$ cat config.mk
export PLATFORM = sky130hd
export DESIGN_NAME = rbc_bit_counter
export DESIGN_NICKNAME = d
export VERILOG_FILES = /design/src/bbc_bit_counter.v
export VERILOG_INCLUDE_DIRS = /design/src /design/src/shared
export SDC_FILE = /design/constraint.sdc
export NUM_CORES = 1
export LEC_CHECK = 0
export ABC_AREA = 1
export BUFFER_PORTS_ARGS = -buffer_cell sky130_fd_sc_hd__buf_2
export CORE_ASPECT_RATIO = 0.6
export CORE_UTILIZATION = 54
export DETAILED_ROUTE_END_ITERATION = 8
export PLACE_DENSITY = 0.79
export REMOVE_ABC_BUFFERS = 1
export SKIP_CTS_REPAIR_TIMING = 1
export SYNTH_ARGS = -nofsm -noshare
export SYNTH_HDL_FRONTEND = slang
export SYNTH_SLANG_ARGS = --single-unit
$ cat constraint.sdc
create_clock -name clk_sys -period 1.6 [get_ports clk_sys]
set_input_delay 0.24 -clock clk_sys [delete_from_list [all_inputs] [get_ports clk_sys]]
set_output_delay 0.24 -clock clk_sys [all_outputs]
set_load 0.05 [all_outputs]
$ cat src/shared/bbc_defines.vh
// Register offsets, field positions and reset values of the received-bit counter
`ifndef RBC_DEFINES_VH
`define RBC_DEFINES_VH

`define RBC_ADDR_W          8
`define RBC_OFF_SNAP0       8'h40
`define RBC_OFF_SNAP1       8'h41
`define RBC_OFF_SNAP2       8'h42
`define RBC_OFF_SNAP3       8'h43
`define RBC_OFF_CONTROL     8'h50
`define RBC_OFF_STATUS      8'h51
`define RBC_OFF_MASK        8'h52
`define RBC_CTL_LATCH_BIT   0
`define RBC_ST_OVF_BIT      0
`define RBC_ST_LOCK_BIT     1
`define RBC_ST_RUN_BIT      2
`define RBC_RST_BYTE        8'h00
`define RBC_RST_COUNT       32'h00000000
`define RBC_MAX_COUNT       32'hffffffff

`endif

$ cat src/bbc_bit_counter.v
// Received-bit counter with snapshot registers, overflow flag and interrupt
//
// Contract
// - Latch-counts toggle copies the running count into the snapshot registers.
// - A 32-bit counter advances once per received data bit.
// - Counting starts only when the checker reports lock.
// - Once started, counting continues even after lock is lost.
// - The counter saturates at its maximum and never wraps.
// - Reaching saturation sets the overflow flag in the tester status.
// - The same toggle that captures also clears the counter to zero.
// - Locked at the toggle: counting resumes from zero at once.
// - Unlocked at the toggle: counter holds zero until lock returns.
// - Snapshot spans four bytes, bits 7:0 lowest address, 31:24 highest.
//
// Design decision made here: the address-and-strobe port.
`timescale 1ns/1ps
`include "bbc_defines.vh"

module rbc_bit_counter
#(
	parameter [31:0] COUNT_MAX = `RBC_MAX_COUNT
)
(
	input  wire        clk_sys,
	input  wire        reset,
	input  wire [7:0]  reg_addr,
	input  wire [7:0]  reg_wdata,
	input  wire        reg_wr,
	input  wire        reg_rd,
	output reg  [7:0]  reg_rdata,
	input  wire        rx_lock,
	input  wire        rx_bit_valid,
	output reg         irq
);

	// ------------------------------------------------------------
	// Counter states
	// ------------------------------------------------------------
	// Waiting holds the count at zero until the checker locks
	localparam [1:0] ST_WAIT = 2'b01;
	localparam [1:0] ST_RUN  = 2'b10;

	// ------------------------------------------------------------
	// Helpers
	// ------------------------------------------------------------
	function hit;
		input [7:0] addr;
		input [7:0] target;
		begin
			hit = (addr == target);
		end
	endfunction

	function [7:0] pick_byte;
		input [31:0] word;
		input [1:0]  sel;
		begin
			case (sel)
			2'h0:    pick_byte = word[7:0];
			2'h1:    pick_byte = word[15:8];
			2'h2:    pick_byte = word[23:16];
			default: pick_byte = word[31:24];
			endcase
		end
	endfunction

	// Saturating step: at the limit the value stays put, never wraps
	function [31:0] sat_inc;
		input [31:0] value;
		input [31:0] limit;
		begin
			if (value >= limit)
				sat_inc = limit;
			else
				sat_inc = value + 32'h00000001;
		end
	endfunction

	// ------------------------------------------------------------
	// State
	// ------------------------------------------------------------
	reg  [1:0]  state;
	reg  [1:0]  next_state;
	reg  [31:0] bit_count;
	reg  [31:0] next_bit_count;
	reg  [7:0]  bit_count_snapshot_byte0;
	reg  [7:0]  bit_count_snapshot_byte1;
	reg  [7:0]  bit_count_snapshot_byte2;
	reg  [7:0]  bit_count_snapshot_byte3;
	reg  [7:0]  next_bit_count_snapshot_byte0;
	reg  [7:0]  next_bit_count_snapshot_byte1;
	reg  [7:0]  next_bit_count_snapshot_byte2;
	reg  [7:0]  next_bit_count_snapshot_byte3;
	reg         latch_counts;
	reg         next_latch_counts;
	reg         latch_counts_seen;
	reg         bit_count_overflow;
	reg         next_bit_count_overflow;
	reg         ovf_mask;
	reg         next_ovf_mask;
	reg  [7:0]  next_reg_rdata;
	reg         lock_meta;
	reg         lock_sync;
	reg         valid_meta;
	reg         valid_sync;

	wire        counting;
	wire        wr_ctl;
	wire        wr_status;
	wire        wr_mask;
	wire        latch_event;
	wire        bit_step;
	wire        sat_hit;
	wire        ovf_clear;

	assign counting    = (state == ST_RUN);
	assign wr_ctl      = reg_wr && hit(reg_addr, `RBC_OFF_CONTROL);
	assign wr_status   = reg_wr && hit(reg_addr, `RBC_OFF_STATUS);
	assign wr_mask     = reg_wr && hit(reg_addr, `RBC_OFF_MASK);
	assign latch_event = latch_counts != latch_counts_seen;
	assign bit_step    = valid_sync && (counting || lock_sync);
	assign sat_hit     = bit_step && (bit_count == COUNT_MAX - 32'h00000001);
	assign ovf_clear   = wr_status && reg_wdata[`RBC_ST_OVF_BIT];

	// ------------------------------------------------------------
	// Input synchronisers
	// ------------------------------------------------------------
	// Lock and bit strobe come from the receive path, treated as foreign
	always @(posedge clk_sys)
	begin
		if (reset)
		begin
			lock_meta <= 1'b0;
			lock_sync <= 1'b0;
		end
		else
		begin
			lock_meta <= rx_lock;
			lock_sync <= lock_meta;
		end
	end

	always @(posedge clk_sys)
	begin
		if (reset)
		begin
			valid_meta <= 1'b0;
			valid_sync <= 1'b0;
		end
		else
		begin
			valid_meta <= rx_bit_valid;
			valid_sync <= valid_meta;
		end
	end

	// ------------------------------------------------------------
	// Latch toggle detection
	// ------------------------------------------------------------
	// Both start at zero, so no false event follows reset
	always @(posedge clk_sys)
	begin
		if (reset)
			latch_counts_seen <= 1'b0;
		else
			latch_counts_seen <= latch_counts;
	end

	// ------------------------------------------------------------
	// Start and hold of counting
	// ------------------------------------------------------------
	always @*
	begin
		next_state = state;
		case (state)
		ST_WAIT:
		begin
			if (lock_sync)
				next_state = ST_RUN;
		end
		ST_RUN:
		begin
			// Lock loss alone never stops a running count
			if (latch_event && !lock_sync)
				next_state = ST_WAIT;
		end
		default:
			next_state = ST_WAIT;
		endcase
	end

	// ------------------------------------------------------------
	// Counter
	// ------------------------------------------------------------
	always @*
	begin
		next_bit_count = bit_count;
		if (latch_event)
			// Bit arriving in the toggle cycle is dropped, not carried
			next_bit_count = `RBC_RST_COUNT;
		else if (bit_step)
			next_bit_count = sat_inc(bit_count, COUNT_MAX);
	end

	always @(posedge clk_sys)
	begin
		if (reset)
		begin
			state     <= ST_WAIT;
			bit_count <= `RBC_RST_COUNT;
		end
		else
		begin
			state     <= next_state;
			bit_count <= next_bit_count;
		end
	end

	// ------------------------------------------------------------
	// Snapshot bytes
	// ------------------------------------------------------------
	always @*
	begin
		next_bit_count_snapshot_byte0 = bit_count_snapshot_byte0;
		next_bit_count_snapshot_byte1 = bit_count_snapshot_byte1;
		next_bit_count_snapshot_byte2 = bit_count_snapshot_byte2;
		next_bit_count_snapshot_byte3 = bit_count_snapshot_byte3;
		if (latch_event)
		begin
			next_bit_count_snapshot_byte0 = pick_byte(bit_count, 2'h0);
			next_bit_count_snapshot_byte1 = pick_byte(bit_count, 2'h1);
			next_bit_count_snapshot_byte2 = pick_byte(bit_count, 2'h2);
			next_bit_count_snapshot_byte3 = pick_byte(bit_count, 2'h3);
		end
	end

	always @(posedge clk_sys)
	begin
		if (reset)
		begin
			bit_count_snapshot_byte0 <= `RBC_RST_BYTE;
			bit_count_snapshot_byte1 <= `RBC_RST_BYTE;
			bit_count_snapshot_byte2 <= `RBC_RST_BYTE;
			bit_count_snapshot_byte3 <= `RBC_RST_BYTE;
		end
		else
		begin
			bit_count_snapshot_byte0 <= next_bit_count_snapshot_byte0;
			bit_count_snapshot_byte1 <= next_bit_count_snapshot_byte1;
			bit_count_snapshot_byte2 <= next_bit_count_snapshot_byte2;
			bit_count_snapshot_byte3 <= next_bit_count_snapshot_byte3;
		end
	end

	// ------------------------------------------------------------
	// Overflow flag
	// ------------------------------------------------------------
	always @*
	begin
		next_bit_count_overflow = bit_count_overflow;
		// Set wins over a write-one clear in the same cycle
		if (sat_hit && !latch_event)
			next_bit_count_overflow = 1'b1;
		else if (ovf_clear)
			next_bit_count_overflow = 1'b0;
	end

	always @(posedge clk_sys)
	begin
		if (reset)
			bit_count_overflow <= 1'b0;
		else
			bit_count_overflow <= next_bit_count_overflow;
	end

	// ------------------------------------------------------------
	// Control and mask registers
	// ------------------------------------------------------------
	always @*
	begin
		next_latch_counts = latch_counts;
		next_ovf_mask     = ovf_mask;
		if (wr_ctl)
			next_latch_counts = reg_wdata[`RBC_CTL_LATCH_BIT];
		if (wr_mask)
			next_ovf_mask = reg_wdata[`RBC_ST_OVF_BIT];
	end

	always @(posedge clk_sys)
	begin
		if (reset)
		begin
			latch_counts <= 1'b0;
			ovf_mask     <= 1'b0;
		end
		else
		begin
			latch_counts <= next_latch_counts;
			ovf_mask     <= next_ovf_mask;
		end
	end

	// ------------------------------------------------------------
	// Read port
	// ------------------------------------------------------------
	// Idle cycles return zero, so several ports can be ORed together
	always @*
	begin
		next_reg_rdata = `RBC_RST_BYTE;
		if (reg_rd)
		begin
			case (reg_addr)
			`RBC_OFF_SNAP0: next_reg_rdata = bit_count_snapshot_byte0;
			`RBC_OFF_SNAP1: next_reg_rdata = bit_count_snapshot_byte1;
			`RBC_OFF_SNAP2: next_reg_rdata = bit_count_snapshot_byte2;
			`RBC_OFF_SNAP3: next_reg_rdata = bit_count_snapshot_byte3;
			`RBC_OFF_CONTROL: next_reg_rdata = {7'h00, latch_counts};
			`RBC_OFF_STATUS: next_reg_rdata = {5'h00, counting, lock_sync, bit_count_overflow};
			`RBC_OFF_MASK: next_reg_rdata = {7'h00, ovf_mask};
			default: next_reg_rdata = `RBC_RST_BYTE;
			endcase
		end
	end

	always @(posedge clk_sys)
	begin
		if (reset)
			reg_rdata <= `RBC_RST_BYTE;
		else
			reg_rdata <= next_reg_rdata;
	end

	// ------------------------------------------------------------
	// Interrupt
	// ------------------------------------------------------------
	// Registered so the pin comes from a flip-flop, one cycle behind the flag
	always @(posedge clk_sys)
	begin
		if (reset)
			irq <= 1'b0;
		else
			irq <= bit_count_overflow && ovf_mask;
	end

endmodule

==> impl_metrics.toml <==
[finish]
drive_gt1_share_pct = 21.68
num-fill-cells = 572
areaGrowthSynthToFinish_pct = 26.96
layoutNonFillerInstCount = 805
antennaDiodeCount = 0
design_area_um2 = 5279
fin_util_pct = 71.75
nNetsFinal = 720

[grt]
grt_pass1_wl_um = 19510
antenna_found_initial = 0
grt_overflow_total = 0
grt_usage_pct = 31.80
grt_start_max_net_pins = 30
grt_pass1_vias = 3880

[worst_setup_path]
path_cells = "ha_4 -> inv_1 -> nor2_2 -> nand2_2 -> nor2_4 -> nand4_1 -> buf_6 -> clkbuf_4 -> nand3_1 -> nand2_1 -> inv_1"
startpoint = "bit_count[1]$_SDFFE_PP0N_"
path_depth = 11
reg2reg_from = "bit_count[1]$_SDFFE_PP0N_"
crit_arrival_ns = 1.94
start_kind = "flop"
required_ns = 1.88
crit_path_frequent_cell = "inv_1"
end_kind = "flop"
worst_path_max_delay_cell = "dfxtp_4"
max_stage_delay_ns = 0.37
cp_max_fo = 5
r2r_cells = 11
crit_family = "simple AND/OR/NAND/NOR gates"
path_class = "flop to flop"
critPathBufInv = 4

[synthesis]
netlist_area_um2 = 4158
async_reset_ff_share_pct = 0
synth_edf_count = 0
syn_inst = 621
synth_warnings = 0
syn_area_per_cell_um2 = 6.695
ys_types = 36
synth-seq-cells = 83
synth_seq_area_share_pct = 39.96
synth-main-ff-cell = "dfxtp_1"

[detailed_routing]
drt-wirelength-per-cell_um = 16.49
vias_per_cell = 5.621
drtIter0Drc = 493
first_pass_iters = 6
wirelength_um = 13270
drc = 0
vias = 4525
detail-route-antenna-nets = 0

[timing]
relSlewSlack_pct = 67.60
timing.final.ws_setup_ns = -0.06052
setup_violations = 2
fin_crit_ns = 1.661
hold_viol = 0
worst_clock_skew_ns = 0.005863
drv_slew = 0
max_clock_freq_mhz = 602.2
fin_crit_sh_pct = 103.8
timing.hold.ws_ns = 0.09035
worstMarginPinSlew_ns = 0.4842
tns_ns = -0.06888
rsz0062_at_grt = "true"

[outcome]
failed_checks = "setup timing"
status = "finished, violations left"

[pwr]
irDropWorstVdd_uv = 623.1
totalPowerFinal_mw = 4.185
switching_share_pct = 23.89
power_frac_clock_pct = 47.2
p_per_area_nw_per_um2 = 792.7
power_frac_seq_pct = 49.6
leakage_nw = 2.290
power_frac_comb_pct = 3.2
p_switching_mw = 0.9999
internal-power_mw = 3.185

[cts]
clk_pin_slew_ns = 0.07
cts_tree = "yes"
cts.sinks = 83
clock_latency_ns = 0.35
clockBufferDepth = 2
numCtsBuffers = 9
cts_root_buffer = "clkbuf_16"
htree_levels = 3

[run]
maxCapViolCount = 0

[hold_path]
whs_path_depth = 3
hp-start = "rx_bit_valid"
hold_class = "input port to flop"

[floorplanning]
core.rowCount = 24
pin_count = 31
start_util_pct = 56.51
dieArea_um2 = 8066
die_x_um = 115.3
core_area_um2 = 7357
die-height_um = 69.97

[placement]
gp_congestion = 0.9605
dp_hpwl_um = 8927
place_inst = 779
port_buffers = 23
dpl_cell_area_um2 = 4735
place_ws_ns = -0.04721
## synth_stat cells (all sizes together), types with 2 or more instances
cell type  number  area share (%)
a21oi          41             5.0
a31oi           2            0.30
buf            15             2.0
clkbuf          8            0.72
dfxtp          83              40
ha              2            0.60
inv            86             7.8
nand2         157              15
nand3          99              12
nand3b          3            0.54
nand4          17             2.7
nor2           74             7.9
nor3            4            0.75
o21ai          14             1.7
or2             4            0.60
xnor2           2            0.42
xor2            4            0.84
## kinds of logic after synthesis
family / count (synthesis) / share of synthesized area [%]
xor gates and xnor gates: 6 / 1.264
buffers and inverters: 110 / 10.56
adders and majority gates: 2 / 0.6018
AOI/OAI and AO/OA: 62 / 7.975
and+or+nand+nor: 358 / 39.63
DFF: 83 / 39.96
## power groups by stage
stage	Combinational, mW	Clock, mW	Sequential (mW)
6_report	0.132	1.98	2.08
3_5_place_dp	0.119	0	2.12
2_1_floorplan	0.0441	0	2.12
4_1_cts	0.120	1.96	2.08
5_1_grt	0.142	2.06	2.08
3_3_place_gp	0.115	0	2.12
## final cells by class
type,count,area (um^2),share of cell area (%)
clock buffer,10,229.0,4.338
clock inverter,6,50.05,0.9481
inverter,87,327.8,6.210
multi-input combinational,430,2216,41.98
sequential,83,1673,31.69
tap,104,130.1,2.465
timing repair buffer,85,653.1,12.37
## per-layer routing
layer	wire (um)	part of all wire (%)	up-vias	track usage, %
li1	-	-	2146	-
met4	297	2.2	0	6.926
met1	5912	45	2089	47.89
met5	0	0	-	0
met2	5531	42	257	44.24
met3	1532	12	33	9.028
## registers in the layout (all words and copies together) (netlist names), 2 cells and up
register                  cells
bit_count_snapshot_byte0      8
bit_count_snapshot_byte3      8
bit_count_snapshot_byte2      8
bit_count                    32
reg_rdata                     8
bit_count_snapshot_byte1      8
state                         2
## layout by cell type (no fill, tap or decap), types with 2 or more instances in the layout
cell type | synthesis | final
a21oi_1 | 40 | 40
nand3_2 | 3 | 2
buf_4 | 1 | 51
buf_6 | 1 | 6
nand2_1 | 150 | 144
nor2_2 | 5 | 6
clkinv_4 | 0 | 2
nor2_4 | 3 | 10
o21ai_0 | 14 | 13
inv_6 | 0 | 2
nand3_4 | 0 | 4
nand4_1 | 16 | 16
dfxtp_2 | 0 | 6
nand2_4 | 2 | 4
nor2_1 | 65 | 59
xor2_1 | 4 | 4
nor3_1 | 3 | 3
inv_2 | 4 | 4
clkinvlp_4 | 0 | 2
or2_1 | 4 | 4
clkbuf_16 | 0 | 9
a31oi_1 | 2 | 2
dfxtp_1 | 83 | 76
nand3b_1 | 3 | 3
nand3_1 | 96 | 93
inv_1 | 82 | 82
xnor2_1 | 2 | 2
nand2_2 | 5 | 8
buf_12 | 0 | 4
buf_2 | 11 | 23
## worst register-to-register path: stages, from the launching register on
cell,delay [ns]
dfxtp_4,0.37
ha_4,0.16
inv_1,0.05
nor2_2,0.13
nand2_2,0.08
nor2_4,0.12
nand4_1,0.13
buf_6,0.16
clkbuf_4,0.17
nand3_1,0.09
nand2_1,0.05
inv_1,0.08
## path summary, 6_finish.rpt
kind                                      to  slack [ns]
setup / recovery  bit_count[11]$_SDFFE_PP0N_       -0.06
hold / removal         valid_meta$_SDFF_PP0_        0.09
setup reg to reg  bit_count[11]$_SDFFE_PP0N_       -0.06
hold reg to reg        valid_sync$_SDFF_PP0_        0.41
Power figures use the tool's default switching activity.
